--- config.mk ---
export PLATFORM = sky130hd
export DESIGN_NAME = orl_top
export DESIGN_NICKNAME = d
export VERILOG_FILES = /design/src/rtl/orl_top.v
export VERILOG_INCLUDE_DIRS = /design/src /design/src/shared
export SDC_FILE = /design/constraint.sdc
export NUM_CORES = 1
export LEC_CHECK = 0
export BUFFER_PORTS_ARGS = -buffer_cell sky130_fd_sc_hd__buf_4
export CORE_MARGIN = 2
export CORE_UTILIZATION = 47
export DETAILED_ROUTE_END_ITERATION = 12
export GPL_TIMING_DRIVEN = 0
export PLACE_DENSITY_LB_ADDON = 0.3
export SLEW_MARGIN = 5
export SYNTH_ARGS = -nofsm -noshare
export SYNTH_HDL_FRONTEND = slang
export SYNTH_SLANG_ARGS = --single-unit
--- constraint.sdc ---
create_clock -name clk_sys -period 6.5 [get_ports clk_sys]
set_clock_uncertainty 0.15 [all_clocks]
set_input_delay 0.975 -clock clk_sys [delete_from_list [all_inputs] [get_ports clk_sys]]
set_output_delay 0.975 -clock clk_sys [all_outputs]
set_load 0.02 [all_outputs]
--- src/shared/orl_consts.vh ---
// Constants of the output relay and indicator block.
// Assumes inclusion by the block's register file and logic.
`ifndef ORL_CONSTS_VH
`define ORL_CONSTS_VH
// ----------------------------------------------------------
// Register byte offsets
// ----------------------------------------------------------
`define ORL_OFF_R5_CTRL 8'h00
`define ORL_OFF_R5_SEL 8'h04
`define ORL_OFF_AL_CTRL 8'h08
`define ORL_OFF_AL_SEL 8'h0C
`define ORL_OFF_AUX_FN 8'h10
`define ORL_OFF_AUX_SEL 8'h14
`define ORL_OFF_TIND 8'h18
`define ORL_OFF_AIND 8'h1C
`define ORL_OFF_PIND 8'h20
`define ORL_OFF_IRQ_STAT 8'h24
`define ORL_OFF_IRQ_MASK 8'h28
`define ORL_OFF_STATE 8'h2C
`define ORL_OFF_IND_CLR 8'h30
// ----------------------------------------------------------
// Combining functions and dropout modes
// ----------------------------------------------------------
`define ORL_FN_DIS 3'h0
`define ORL_FN_OR 3'h1
`define ORL_FN_AND 3'h2
`define ORL_FN_NOR 3'h3
`define ORL_FN_NAND 3'h4
`define ORL_DROP_UNL 2'h0
`define ORL_DROP_LAT 2'h1
`define ORL_DROP_OFF 2'h2
`define ORL_DELAY_MAX 6'h3C
// ----------------------------------------------------------
// Input source codes, zero is unused
// ----------------------------------------------------------
`define ORL_SRC_UNUSED 5'h00
`define ORL_SRC_CLOSE_BKR 5'h01
`define ORL_SRC_TRIP_PROT 5'h02
`define ORL_SRC_TRIP_ALM 5'h03
`define ORL_SRC_SYS_ALM 5'h04
`define ORL_SRC_BKR_ALM 5'h05
// ----------------------------------------------------------
// Reset values
// ----------------------------------------------------------
`define ORL_RST_R5_CTRL 14'h0A21
`define ORL_RST_R5_SEL 32'h0000_0001
`define ORL_RST_AL_CTRL 14'h0001
`define ORL_RST_AL_SEL 32'h0504_0302
`define ORL_RST_AUX_FN 3'h1
`define ORL_RST_AUX_SEL 32'h0000_0000
`define ORL_RST_TIND 15'h0301
`define ORL_RST_AIND 15'h6001
`define ORL_RST_PIND 15'h3F00
`endif

--- src/rtl/orl_top.v ---
// Output relay five, alarm relay, auxiliary lamp and the trip,
// alarm and pickup indicators, configured over APB.
// Assumes cycle_tick pulses once per power-system cycle and all
// inputs are synchronous to clk_sys.
//
// Notes on behaviour
// - Each relay and the auxiliary lamp picks OR, AND, NOR, NAND or disabled over four slots.
// - Relays drop out latched, unlatched or after an off-delay.
// - Off-delay of 0 to 60 power-system cycles (cycle_tick pulses) counted after release.
// - Delay count matters only in off-delay dropout mode.
// - Relay five resets to OR, off-delay, 10 cycles, breaker close.
// - Alarm relay resets to OR, unlatched, zero delay, trip protection and three alarms.
// - Auxiliary lamp has a function, default OR, slots unused.
// - Trip indicator latched by default, trip one and two enabled.
// - Alarm indicator latched by default, alarm and healthy enabled.
// - Pickup indicator unlatched, all pickups but protection alarm.
`timescale 1ns/1ps
`include "orl_consts.vh"
module orl_top (
  input wire clk_sys,
  input wire sys_rst,
  input wire psel,
  input wire penable,
  input wire pwrite,
  input wire [7:0] paddr,
  input wire [31:0] pwdata,
  output wire [31:0] prdata,
  output wire pready,
  output wire pslverr,
  input wire cycle_tick,
  input wire ind_reset_in,
  input wire [31:0] logic_src,
  input wire first_breaker_output,
  input wire second_breaker_output,
  input wire relay_three_output,
  input wire relay_four_output,
  input wire relay_healthy,
  input wire instantaneous_overcurrent_pickup,
  input wire time_overcurrent_pickup,
  input wire voltage_pickup,
  input wire high_frequency_pickup,
  input wire low_frequency_pickup,
  input wire unbalance_pickup,
  input wire prot_alarm_pickup,
  output wire relay_five_output,
  output wire alarm_relay_output,
  output wire auxiliary_lamp_output,
  output wire trip_lamp,
  output wire alarm_lamp,
  output wire pickup_lamp,
  output wire irq
);

  // ----------------------------------------------------------
  // Register bus
  // ----------------------------------------------------------
  reg [13:0] r5_ctrl_r;
  reg [31:0] r5_sel_r;
  reg [13:0] al_ctrl_r;
  reg [31:0] al_sel_r;
  reg [2:0] aux_fn_r;
  reg [31:0] aux_sel_r;
  reg [14:0] tind_r;
  reg [14:0] aind_r;
  reg [14:0] pind_r;
  reg [4:0] irq_stat_r;
  reg [4:0] irq_mask_r;
  reg [31:0] prdata_r;
  reg ind_clr_r;
  wire [2:0] out_r;
  wire [2:0] lamp_r;
  reg [1:0] rly_prev_r;
  reg [2:0] lamp_prev_r;

  wire setup = psel & ~penable;
  wire wr = psel & penable & pwrite;
  reg mapped;
  reg [31:0] rd_nxt;
  wire [5:0] dly_in;
  wire [4:0] irq_evt;
  wire clr_all;

  assign pready = 1'b1;
  assign pslverr = psel & penable & ~mapped;
  assign prdata = prdata_r;
  // Writes above 60 are held at 60
  assign dly_in = (pwdata[13:8] > `ORL_DELAY_MAX) ?
    `ORL_DELAY_MAX : pwdata[13:8];

  always @* begin
    mapped = 1'b1;
    rd_nxt = 32'h0000_0000;
    case (paddr)
      `ORL_OFF_R5_CTRL: rd_nxt = {18'h0_0000, r5_ctrl_r};
      `ORL_OFF_R5_SEL: rd_nxt = r5_sel_r;
      `ORL_OFF_AL_CTRL: rd_nxt = {18'h0_0000, al_ctrl_r};
      `ORL_OFF_AL_SEL: rd_nxt = al_sel_r;
      `ORL_OFF_AUX_FN: rd_nxt = {29'h0000_0000, aux_fn_r};
      `ORL_OFF_AUX_SEL: rd_nxt = aux_sel_r;
      `ORL_OFF_TIND: rd_nxt = {17'h0_0000, tind_r};
      `ORL_OFF_AIND: rd_nxt = {17'h0_0000, aind_r};
      `ORL_OFF_PIND: rd_nxt = {17'h0_0000, pind_r};
      `ORL_OFF_IRQ_STAT: rd_nxt = {27'h000_0000, irq_stat_r};
      `ORL_OFF_IRQ_MASK: rd_nxt = {27'h000_0000, irq_mask_r};
      `ORL_OFF_STATE: rd_nxt = {26'h000_0000, lamp_r, out_r};
      `ORL_OFF_IND_CLR: rd_nxt = 32'h0000_0000;
      default: mapped = 1'b0;
    endcase
  end

  always @(posedge clk_sys) begin
    if (sys_rst) begin
      r5_ctrl_r <= `ORL_RST_R5_CTRL;
      r5_sel_r <= `ORL_RST_R5_SEL;
      al_ctrl_r <= `ORL_RST_AL_CTRL;
      al_sel_r <= `ORL_RST_AL_SEL;
      aux_fn_r <= `ORL_RST_AUX_FN;
      aux_sel_r <= `ORL_RST_AUX_SEL;
      tind_r <= `ORL_RST_TIND;
      aind_r <= `ORL_RST_AIND;
      pind_r <= `ORL_RST_PIND;
      irq_mask_r <= 5'h00;
      prdata_r <= 32'h0000_0000;
      ind_clr_r <= 1'b0;
    end else begin
      ind_clr_r <= 1'b0;
      if (setup) begin
        prdata_r <= rd_nxt;
      end
      if (wr) begin
        case (paddr)
          `ORL_OFF_R5_CTRL:
            r5_ctrl_r <= {dly_in, 2'h0, pwdata[5:4], 1'b0, pwdata[2:0]};
          `ORL_OFF_R5_SEL: r5_sel_r <= pwdata & 32'h1F1F_1F1F;
          `ORL_OFF_AL_CTRL:
            al_ctrl_r <= {dly_in, 2'h0, pwdata[5:4], 1'b0, pwdata[2:0]};
          `ORL_OFF_AL_SEL: al_sel_r <= pwdata & 32'h1F1F_1F1F;
          `ORL_OFF_AUX_FN: aux_fn_r <= pwdata[2:0];
          `ORL_OFF_AUX_SEL: aux_sel_r <= pwdata & 32'h1F1F_1F1F;
          `ORL_OFF_TIND: tind_r <= {pwdata[14:8], 7'h00, pwdata[0]};
          `ORL_OFF_AIND: aind_r <= {pwdata[14:8], 7'h00, pwdata[0]};
          `ORL_OFF_PIND: pind_r <= {pwdata[14:8], 7'h00, pwdata[0]};
          `ORL_OFF_IRQ_MASK: irq_mask_r <= pwdata[4:0];
          `ORL_OFF_IND_CLR: ind_clr_r <= pwdata[0];
          default: ind_clr_r <= 1'b0;
        endcase
      end
    end
  end

  assign clr_all = ind_clr_r | ind_reset_in;

  // ----------------------------------------------------------
  // Combining gates: relay five, alarm relay, auxiliary lamp
  // ----------------------------------------------------------
  wire [8:0] fn_all = {aux_fn_r, al_ctrl_r[2:0], r5_ctrl_r[2:0]};
  wire [95:0] sel_all = {aux_sel_r, al_sel_r, r5_sel_r};
  wire [2:0] gate;

  genvar g;
  generate
    for (g = 0; g < 3; g = g + 1) begin : gen_gate
      wire [31:0] sel = sel_all[32*g+31:32*g];
      wire [2:0] fn = fn_all[3*g+2:3*g];
      wire [3:0] used;
      wire [3:0] val;
      genvar k;
      for (k = 0; k < 4; k = k + 1) begin : gen_slot
        assign used[k] = sel[8*k+4:8*k] != `ORL_SRC_UNUSED;
        assign val[k] = logic_src[sel[8*k+4:8*k]] & used[k];
      end
      // Unused slots take no part; no used slot gives low
      wire any_v = |val;
      wire all_v = (val == used) & (|used);
      reg res;
      always @* begin
        case (fn)
          `ORL_FN_OR: res = any_v;
          `ORL_FN_AND: res = all_v;
          `ORL_FN_NOR: res = ~any_v & (|used);
          `ORL_FN_NAND: res = ~all_v & (|used);
          default: res = 1'b0;
        endcase
      end
      assign gate[g] = res;
    end
  endgenerate

  // ----------------------------------------------------------
  // Relay dropout: latched, unlatched, off-delay
  // ----------------------------------------------------------
  wire [27:0] ctrl_all = {al_ctrl_r, r5_ctrl_r};

  generate
    for (g = 0; g < 2; g = g + 1) begin : gen_rly
      wire [1:0] drop = ctrl_all[14*g+5:14*g+4];
      wire [5:0] dly = ctrl_all[14*g+13:14*g+8];
      reg [5:0] cnt_r;
      reg q_r;
      assign out_r[g] = q_r;
      always @(posedge clk_sys) begin
        if (sys_rst) begin
          q_r <= 1'b0;
          cnt_r <= 6'h00;
        end else if (gate[g]) begin
          q_r <= 1'b1;
          cnt_r <= dly;
        end else begin
          case (drop)
            `ORL_DROP_LAT: begin
              if (clr_all) begin
                q_r <= 1'b0;
              end
            end
            `ORL_DROP_OFF: begin
              // Count only in off-delay mode
              if (cnt_r == 6'h00) begin
                q_r <= 1'b0;
              end else if (cycle_tick) begin
                cnt_r <= cnt_r - 6'h01;
              end
            end
            default: q_r <= 1'b0;
          endcase
        end
      end
    end
  endgenerate

  // Auxiliary lamp follows its gate with no dropout choice
  reg aux_r;
  assign out_r[2] = aux_r;
  always @(posedge clk_sys) begin
    if (sys_rst) begin
      aux_r <= 1'b0;
    end else begin
      aux_r <= gate[2];
    end
  end

  // ----------------------------------------------------------
  // Indicators
  // ----------------------------------------------------------
  wire [6:0] rly_src = {relay_healthy, out_r[1], out_r[0],
    relay_four_output, relay_three_output,
    second_breaker_output, first_breaker_output};
  wire [6:0] pk_src = {prot_alarm_pickup, unbalance_pickup,
    low_frequency_pickup, high_frequency_pickup, voltage_pickup,
    time_overcurrent_pickup, instantaneous_overcurrent_pickup};
  wire [20:0] src_all = {pk_src, rly_src, rly_src};
  wire [44:0] cfg_all = {pind_r, aind_r, tind_r};

  generate
    for (g = 0; g < 3; g = g + 1) begin : gen_ind
      wire [14:0] cfg = cfg_all[15*g+14:15*g];
      // Disabled sources are masked out
      wire hit = |(src_all[7*g+6:7*g] & cfg[14:8]);
      reg q_r;
      assign lamp_r[g] = q_r;
      always @(posedge clk_sys) begin
        if (sys_rst) begin
          q_r <= 1'b0;
        end else if (cfg[0]) begin
          q_r <= hit | (q_r & ~clr_all);
        end else begin
          q_r <= hit;
        end
      end
    end
  endgenerate

  // ----------------------------------------------------------
  // Interrupts: rising edges of relays and indicators
  // ----------------------------------------------------------
  assign irq_evt = {lamp_r & ~lamp_prev_r, out_r[1:0] & ~rly_prev_r};

  always @(posedge clk_sys) begin
    if (sys_rst) begin
      irq_stat_r <= 5'h00;
      rly_prev_r <= 2'h0;
      lamp_prev_r <= 3'h0;
    end else begin
      rly_prev_r <= out_r[1:0];
      lamp_prev_r <= lamp_r;
      // Set wins over a write-one clear
      if (wr && paddr == `ORL_OFF_IRQ_STAT) begin
        irq_stat_r <= (irq_stat_r & ~pwdata[4:0]) | irq_evt;
      end else begin
        irq_stat_r <= irq_stat_r | irq_evt;
      end
    end
  end

  assign irq = |(irq_stat_r & irq_mask_r);
  assign relay_five_output = out_r[0];
  assign alarm_relay_output = out_r[1];
  assign auxiliary_lamp_output = out_r[2];
  assign trip_lamp = lamp_r[0];
  assign alarm_lamp = lamp_r[1];
  assign pickup_lamp = lamp_r[2];

endmodule

==> results of run 1 <==
## state kept, by name, indices dropped and copies added (netlist names), 8 cells and up
register	count
gen_rly.cnt_r	12
gen_gate.sel	20
al_sel_r	20
al_ctrl_r	11
r5_ctrl_r	11
prdata	23
aux_sel_r	20
gen_ind.cfg	16
aind_r	8
## layer usage
metal / global-route usage [%] / vias to the layer above
met3: 7.71 / 201
met1: 42.0 / 5334
met4: 21.8 / 0
met5: 0.828 / -
met2: 51.8 / 890
li1: - / 4936
## kinds of logic (layout without fill, tap and decap cells)
kind of cell	Yosys count	in the layout	synth area share [%]
simple gates	510	510	22.2
compound gates	287	287	16.9
flops	166	166	30.2
buf+inv	151	290	6.45
mux	145	145	22.9
xor+xnor	10	10	0.796
fa+ha+maj	4	4	0.455
other cells	2	10	0.0683
## worst register-to-register path, stage by stage (launching register included)
cell,delay [ps]
dfxtp_1,310
clkbuf_1,650
mux4_2,460
and3_1,200
nor4_1,270
a41oi_1,110
nand2b_1,110
and4_1,360
mux2_1,370
nor2_1,400
a211oi_1,140
## metrics by stage
step	total power, mW	utilization, %	cell area (um2)	instances
2_1_floorplan	1.21	-	11000	1283
3_3_place_gp	1.33	53.7	12200	1703
3_5_place_dp	1.34	53.7	12200	1703
4_1_cts	2.32	56.2	12800	1735
5_1_grt	2.38	56.2	12800	1735
6_report	2.33	56.2	12800	1735
## Yosys cell counts, drive strengths merged (12+ instances only)
master	instances
a21oi	142
a221oi	12
a22o	14
a22oi	39
a31oi	13
buf	42
clkbuf	99
dfxtp	166
mux2	21
mux2i	43
mux4	81
nand2	255
nand2b	12
nand3	30
nand3b	36
nor2	73
nor2b	25
o22ai	12
## where the power goes
part           switching [mW]  internal [mW]
Sequential             0.0122           1.03
Clock                   0.488          0.520
Combinational           0.166          0.120
## worst max-delay path by stage
stage                   from                                to  slack, ps
2_1_floorplan  logic_src[26]  gen_rly[1].cnt_r[2]$_SDFFE_PP0P_       2970
3_3_place_gp   logic_src[26]  gen_rly[1].cnt_r[2]$_SDFFE_PP0P_       2240
3_5_place_dp   logic_src[26]  gen_rly[1].cnt_r[2]$_SDFFE_PP0P_       2190
4_1_cts        logic_src[26]  gen_rly[1].cnt_r[2]$_SDFFE_PP0P_       2630
5_1_grt        logic_src[22]  gen_rly[1].cnt_r[2]$_SDFFE_PP0P_       2480
6_report       logic_src[21]  gen_rly[1].cnt_r[2]$_SDFFE_PP0P_       2530
## final cells by class
type / instances / area [um2] / area share, %
Multi-Input combinational cell: 966 / 7000 / 54.7
Sequential cell: 166 / 3320 / 26.0
Timing Repair Buffer: 107 / 803 / 6.28
Buffer: 141 / 672 / 5.25
Clock buffer: 19 / 443 / 3.46
Tap cell: 313 / 392 / 3.06
Clock inverter: 13 / 129 / 1.01
Inverter: 10 / 37.5 / 0.293
==> results.cfg, run 1 <==
[run_status]
status = completed

[sta]
setup_violations = 0
setup_ws_ps = 2530
fin_tns_setup_ps = 0
rsz0062_at_grt = false
slew_headroom_pct = 42.2
hold_viol = 0
min_period_ps = 3970
min_period_over_period_pct = 61.1
slew_violations = 0
hold_slack_ps = 332
worst_slew_pin_slew_ps = 867
max_clock_freq_ghz = 0.252

[detailed_routing]
ant_nets = 0
vias_per_cell = 6.55
dr.first_iter.drc_count = 1540
wl_met2_mm = 18.3
routed-via-count = 11361
wirelength_mm = 41.6
routedWlPerCell_um = 24.0
firstDrtPassIters = 8
highest_layer = met4
drc_errors = 0
met1_length_mm = 15.0
wl_met3_mm = 5.44

[setup_path]
crit_fanout = 10
cp_num_buf_inv = 3
slowest_stage = mux4_1
timing.rr.end = gen_rly[0].cnt_r[3]$_SDFFE_PP0P_
crit_cells = 12
cp_data_arrival_time_ps = 4200
crit_type = in2reg
rrSetupSlack_ps = 2830
path_delay_family = multiplexers
crit_required_ps = 6720
crit_chain = buf_4 -> clkbuf_1 -> mux4_1 -> mux4_2 -> or2_1 -> nand3_1 -> nand4_1 -> mux2i_1 -> a31oi_1 -> buf_6 -> nor2_1 -> a211oi_2
cpPeakStageDelay_ps = 610
critPathLaunchType = input port
r2r_cells = 10
crit_path_end_kind = flip-flop
r2r-start = gen_gate[0].sel[2]$_SDFFE_PP0P_

[grt]
grt_pass1_wl_mm = 62.1
grt_pass1_vias = 10778
grt_start_max_net_pins = 18
grt_overflow = 0
antenna_found_initial = 0
track_usage_pct = 33.5

[yosys]
ys_seq_area_share_pct = 30.2
syn_inst = 1275
synth_top_area_cell = dfxtp_1
ys.flop_type = dfxtp_1
netlist_area_mm2 = 0.0110
ys_seq_elements = 166
synth_top_area_share_pct = 30.2
synth_edf_count = 0
yosysWarnings = 0
synth_cell_types = 68
avgSynthCellArea_um2 = 8.63
ys_async_sr_fraction_pct = 0
synth_area_leaders = dfxtp_1 30%, mux4_2 15%, nand2_1 8.7%, a21oi_1 6.5%, mux2i_1 3.9%

[clock_tree]
cts_buffers = 17
htreeDepth = 4
cts_hold_buf = 0
clk_latency_ps = 450
cts_tree = built
clkSinkCount = 166
cts_setup_buffers = 0
cts_buffer_depth = 2
clkTransAtPathRegs_ps = 80
post_cts_resized = 0
ctsRootBufferMaster = clkbuf_16

[floorplanning]
dieHeight_um = 157
coreArea_mm2 = 0.0228
fp.dieW_um = 157
initial_core_util_pct = 48.3
die-area_mm2 = 0.0246
ios = 132
placementRows = 55

[min_path]
whs_path_depth = 2
worstHoldStart = irq_mask_r[4]$_SDFFE_PP0P_
hold_class = reg2reg
hold_end = irq_mask_r[4]$_SDFFE_PP0P_

[cells_and_area]
layout_common_cells = 255 x nand2_1, 166 x dfxtp_1, 142 x a21oi_1
area_delta_synth_final_pct = 16.3
antennaDiodeCount = 0
final_common_cell = nand2_1
nFillCells = 2054
final_nets = 1504
drive_gt1_share_pct = 20.9

[pwr]
p_leak_nw = 4.37
max-vdd-ir-drop_v = 0.000201
p_per_area_mw_per_mm2 = 182

[place]
portBuffers = 107
place_ws_ps = 2190
gp_congestion = 1.03
hpwl_mm = 30.1

[job]
cap_violations = 0
Note: power is estimated with default switching activity, not from simulation.
==> inputs of run 2 (changes only) <==
==> constraint.sdc (replaced) <==
create_clock -name clk_sys -period 3.2 [get_ports clk_sys]
set_clock_uncertainty 0.15 [all_clocks]
set_input_delay 0.48 -clock clk_sys [delete_from_list [all_inputs] [get_ports clk_sys]]
set_output_delay 0.48 -clock clk_sys [all_outputs]
set_load 0.02 [all_outputs]
==> run 2 against run 1 <==
Compared with the run above: first-iteration DRC count is 0.32% higher; non-clock buffer count up 10; register-to-register slack worse by 2800 ps; combinational power grew 110%; critical path depth decreased by 1; sequential share of layout area shrank 0.25 points; largest cell class unchanged.
==> results.cfg, run 2 (synthesized netlist as in run 1, its figures left out) <==
[cells_and_area]
final_common_cell = nand2_1
multi_input_area_mm2 = 0.00701
final_cells = 1745
layout_common_cells = 255 x nand2_1, 162 x dfxtp_1, 142 x a21oi_1
regArea_mm2 = 0.00333
largest_reg_flops = 23
nFillCells = 2059
antennaDiodeCount = 0
drive_gt1_share_pct = 23.3
final_nets = 1514
area_delta_synth_final_pct = 17.6

[clock_tree]
cts_buffer_depth = 2
ctsRootBufferMaster = clkbuf_16
htreeDepth = 4
clkSinkCount = 166
cts_hold_buf = 0
cts_tree = built
cts_buffers = 17
clkTransAtPathRegs_ps = 80
clk_latency_ps = 440

[setup_path]
crit_required_ps = 3370
r2r_cells = 11
timing.rr.end = gen_rly[1].cnt_r[1]$_SDFFE_PP0P_
cpMostUsedCell = mux2i_1
critPathLaunchType = flip-flop
crit_chain = buf_2 -> mux4_2 -> mux2_2 -> a2111o_1 -> nand3b_1 -> nand4_1 -> mux2i_1 -> a31oi_2 -> buf_4 -> mux2i_1 -> nor2_1
slowest_stage = a2111o_1
cp_data_arrival_time_ps = 3360
crit_path_end_kind = flip-flop
rrSetupSlack_ps = 8
crit_type = reg2reg
cpPeakStageDelay_ps = 430
crit_fanout = 10
r2r-start = al_sel_r[2]$_SDFFE_PP0P_

[min_path]
whs_path_depth = 3
hold_end = r5_ctrl_r[5]$_SDFFE_PP1P_
worstHoldStart = pwdata[5]
hold_class = in2reg

[detailed_routing]
drc_errors = 0
routed-via-count = 11491
vias_per_cell = 6.59
firstDrtPassIters = 9
ant_nets = 0
wirelength_mm = 41.8
dr.first_iter.drc_count = 1545
routedWlPerCell_um = 23.9

[floorplanning]
placementRows = 55
fp.dieW_um = 157
ios = 132
initial_core_util_pct = 48.3
coreArea_mm2 = 0.0228
die-area_mm2 = 0.0246
dieHeight_um = 157

[sta]
rsz0062_at_grt = true
worst_slew_pin_slew_ps = 848
slew_violations = 0
max_clock_freq_ghz = 0.313
min_period_over_period_pct = 99.7
hold_viol = 0
setup_ws_ps = 8.32
setup_violations = 0
slew_headroom_pct = 43.5
min_period_ps = 3190

[grt]
grt_start_max_net_pins = 18
grt_pass1_vias = 10834
antenna_found_initial = 0
grt_pass1_wl_mm = 62.4
grt_overflow = 0
track_usage_pct = 33.6

[pwr]
p_sw_share_pct = 28.5
p_leak_nw = 4.46
p_clk_share_pct = 43.1
p_per_area_mw_per_mm2 = 367
p_seq_share_pct = 44.5
intPower_mw = 3.39
p_comb_share_pct = 12.4
max-vdd-ir-drop_v = 0.000404
p_sw_mw = 1.35

[place]
place_inst = 1703
portBuffers = 107
hpwl_mm = 30.1
place_ws_ps = -618
gp_congestion = 1.03

[run_status]
status = completed

[job]
cap_violations = 0
-- run 2: worst max-delay path by stage --
| stage | from | depth (start not counted) | end | slack [ps] |
|---|---|---|---|---|
| after detailed placement | logic_src[26] | 12 | gen_rly[1].cnt_r[2]$_SDFFE_PP0P_ | -620 |
| after floorplan | logic_src[26] | 11 | gen_rly[1].cnt_r[2]$_SDFFE_PP0P_ | 170 |
| after CTS | al_sel_r[0]$_SDFFE_PP0P_ | 11 | gen_rly[1].cnt_r[1]$_SDFFE_PP0P_ | 9 |
| final | al_sel_r[2]$_SDFFE_PP0P_ | 11 | gen_rly[1].cnt_r[1]$_SDFFE_PP0P_ | 8 |
| after global placement | logic_src[26] | 12 | gen_rly[1].cnt_r[2]$_SDFFE_PP0P_ | -560 |
| after global routing | al_sel_r[17]$_SDFFE_PP0P_ | 11 | gen_rly[1].cnt_r[1]$_SDFFE_PP0P_ | -90 |
-- run 2: routing by layer --
metal / track usage (%) / up-vias / share of wire [%]
met3: 6.80 / 217 / 13
met1: 42.7 / 5378 / 36
met4: 22.1 / 0 / 7.6
met2: 52.1 / 941 / 43
li1: - / 4955 / -
met5: 0 / - / 0
-- run 2: final cells by class --
| cell class | count | area share [%] |
|---|---|---|
| flip-flops and latches | 166 | 25.7 |
| well taps | 313 | 3.03 |
| multi-input cells | 966 | 54.2 |
| clock inverters | 13 | 0.996 |
| inverters | 10 | 0.290 |
| repair buffers | 121 | 7.05 |
| plain buffers | 137 | 5.28 |
| clock buffers | 19 | 3.42 |
-- run 2: what timing repair did --
action | in CTS | in global routing
buffers inserted | 7 | 7
resized for setup | 7 | 33
pin swaps | 2 | 7
gates cloned | 0 | 0
endpoints found under the setup margin | 14 | 15
-- run 2: critical path: cells and delay by family, from the launching register on --
kind / cells / cell delay (ps)
flip-flops: 1 / 350
AND/OR/NAND/NOR: 3 / 350
multiplexers: 4 / 1000
buffers and inverters: 2 / 470
AO/OA/AOI/OAI: 2 / 740
-- run 2: power groups by stage --
stage / Combinational, mW / Sequential (mW) / Clock [mW]
after floorplan: 0.309 / 2.15 / 0
after global placement: 0.547 / 2.16 / 0
after detailed placement: 0.555 / 2.16 / 0
after CTS: 0.561 / 2.11 / 2.04
after global routing: 0.611 / 2.11 / 2.12
final: 0.587 / 2.11 / 2.05
-- run 2: metrics by stage --
step           setup TNS [ps]  area (um2)  hold slack [ps]  util [%]  power, mW
2_1_floorplan               0       11000              298         -       2.46
5_1_grt                  -387       12900              116      56.8       4.84
6_report                    0       12900              104      56.8       4.75
4_1_cts                     0       12900              106      56.5       4.71
3_5_place_dp            -6810       12200              321      53.7       2.71
3_3_place_gp            -6080       12200              313      53.7       2.70
==> inputs of run 3 (changes only) <==
--- a/config.mk
+++ b/config.mk
@@ -10,8 +10,7 @@
 export CORE_MARGIN = 2
 export CORE_UTILIZATION = 47
 export DETAILED_ROUTE_END_ITERATION = 12
-export GPL_TIMING_DRIVEN = 0
-export PLACE_DENSITY_LB_ADDON = 0.3
+export PLACE_DENSITY = 0.66
 export SLEW_MARGIN = 5
 export SYNTH_ARGS = -nofsm -noshare
 export SYNTH_HDL_FRONTEND = slang
==> run 3 against run 2 <==
Compared with the run above: fmax fell by 0.32%; final cell count decreased by 1.5%; worst hold slack improved by 31 ps; the run now ends with setup timing left; critical endpoint unchanged; cell area rose by 1.8%; critical path depth up 1; combinational power grew 2%; non-clock buffer count down 27; first-iteration DRC count fell by 7.2%; clock-buffer cell count up 2; register-to-register slack about the same.
==> results.cfg, run 3 (synthesized netlist as in run 1, its figures left out) <==
[run_status]
status = finished, violations left
violations = setup timing

[sta]
min_period_over_period_pct = 100
min_period_ps = 3200
rsz0062_at_grt = true
setup_ws_ps = -2.03
slew_headroom_pct = 41.4
fin_tns_setup_ps = -2.03
max_clock_freq_ghz = 0.312
worst_slew_pin_slew_ps = 880
setup_violations = 1
slew_violations = 0
hold_viol = 0

[detailed_routing]
routed-via-count = 11087
dr.first_iter.drc_count = 1433
wirelength_mm = 40.4
ant_nets = 0
routedWlPerCell_um = 23.5
drc_errors = 0
vias_per_cell = 6.45
firstDrtPassIters = 6

[cells_and_area]
largest_reg_flops = 23
multi_input_area_mm2 = 0.00701
nFillCells = 2093
regArea_mm2 = 0.00334
final_common_cell = nand2_1
area_delta_synth_final_pct = 19.7
layout_common_cells = 255 x nand2_1, 224 x buf_4, 159 x dfxtp_1
final_nets = 1487
drive_gt1_share_pct = 28.1

[place]
gp_congestion = 1.03
portBuffers = 112
hpwl_mm = 29.5
place_ws_ps = -173

[setup_path]
crit_type = reg2reg
slowest_stage = mux4_2
crit_path_end_kind = flip-flop
crit_required_ps = 3340
cpPeakStageDelay_ps = 510
cp_data_arrival_time_ps = 3350
crit_chain = buf_6 -> mux4_2 -> nor2b_2 -> o31ai_2 -> o31ai_1 -> buf_4 -> nand4_1 -> mux2i_1 -> a31oi_2 -> buf_6 -> mux2i_1 -> nor2_1
critPathLaunchType = flip-flop
crit_fanout = 7

[pwr]
p_leak_nw = 4.67
p_per_area_mw_per_mm2 = 368
max-vdd-ir-drop_v = 0.000319

[grt]
grt_overflow = 0
grt_start_max_net_pins = 82
track_usage_pct = 32.8
grt_pass1_wl_mm = 61.1
grt_pass1_vias = 10694
antenna_found_initial = 0

[floorplanning]
die-area_mm2 = 0.0246
initial_core_util_pct = 48.3
fp.dieW_um = 157
dieHeight_um = 157
coreArea_mm2 = 0.0228
placementRows = 55
ios = 132

[job]
cap_violations = 0

[clock_tree]
cts_buffer_depth = 2
clk_latency_ps = 440
ctsRootBufferMaster = clkbuf_16
clkSinkCount = 166
htreeDepth = 4
clkTransAtPathRegs_ps = 70
cts_tree = built
cts_buffers = 17

[min_path]
hold_class = in2reg
-- run 3: cell types whose count changed in the layout (fill, tap and decap cells not counted), moves of 3 or more --
cell,previous run,this run
clkbuf_2,11,0
buf_6,9,4
clkbuf_4,3,0
dfxtp_4,0,3
inv_8,5,1
dfxtp_1,162,159
buf_2,15,0
buf_4,132,224
clkbuf_1,83,2
buf_12,0,3
buf_1,4,0
-- run 3: per-layer routing --
metal | part of all wire (%) | up-vias | GRT usage [%]
met3 | 11 | 132 | 7.13
met2 | 45 | 779 | 52.7
met5 | 0 | - | 0
met4 | 5.5 | 0 | 17.7
li1 | - | 4897 | -
met1 | 38 | 5279 | 41.2
-- run 3: report_power, final --
group | switching [mW] | internal [mW]
Combinational | 0.321 | 0.277
Sequential | 0.0244 | 2.08
Clock | 0.920 | 1.21
-- run 3: timing repair --
item | 4_1_cts | 5_1_grt
endpoints found under the setup margin | 13 | 13
pin swaps | 1 | 7
hold buffers | 0 | 0
endpoints found under the hold margin | 0 | 0
gates resized for setup | 5 | 23
setup buffers | 0 | 4
gates cloned | 0 | 1
-- run 3: path summary, 6_finish.rpt --
kind                                                 start  cells after the start  slack, ps                          endpoint
worst max-delay path             al_sel_r[25]$_SDFFE_PP0P_                     12         -2  gen_rly[1].cnt_r[1]$_SDFFE_PP0P_
worst min register to register  irq_mask_r[1]$_SDFFE_PP0P_                      2        320        irq_mask_r[1]$_SDFFE_PP0P_
worst min-delay path                            pwdata[26]                      3        140         al_sel_r[26]$_SDFFE_PP1P_
worst max register to register   al_sel_r[25]$_SDFFE_PP0P_                     12         -2  gen_rly[1].cnt_r[1]$_SDFFE_PP0P_
-- run 3: final cells by class --
type                    count  area share [%]
diodes                      1          0.0190
repair buffers            231            13.6
clock buffers              21            3.50
multi-input cells         966            53.2
flip-flops and latches    166            25.4
inverters                  10           0.285
well taps                 313            2.97
clock inverters            11            1.04
-- run 3: critical path, delay by kind of cell (launching register included) --
kind                   cells  cell delay [ps]
AO/OA/AOI/OAI              3              710
AND/OR/NAND/NOR            3              420
multiplexers               3              890
flip-flops                 1              410
buffers and inverters      3              480
-- run 3: through the flow --
stage          hold WS, ps  total power [mW]  utilization [%]  instances  area (um2)
2_1_floorplan          298              2.46                -       1283       11000
3_3_place_gp           312              2.72             54.8       1681       12500
3_5_place_dp           311              2.73             54.8       1681       12500
4_1_cts                122              4.83             57.5       1713       13100
5_1_grt                138              4.97             57.8       1718       13200
6_report               135              4.84             57.8       1719       13200
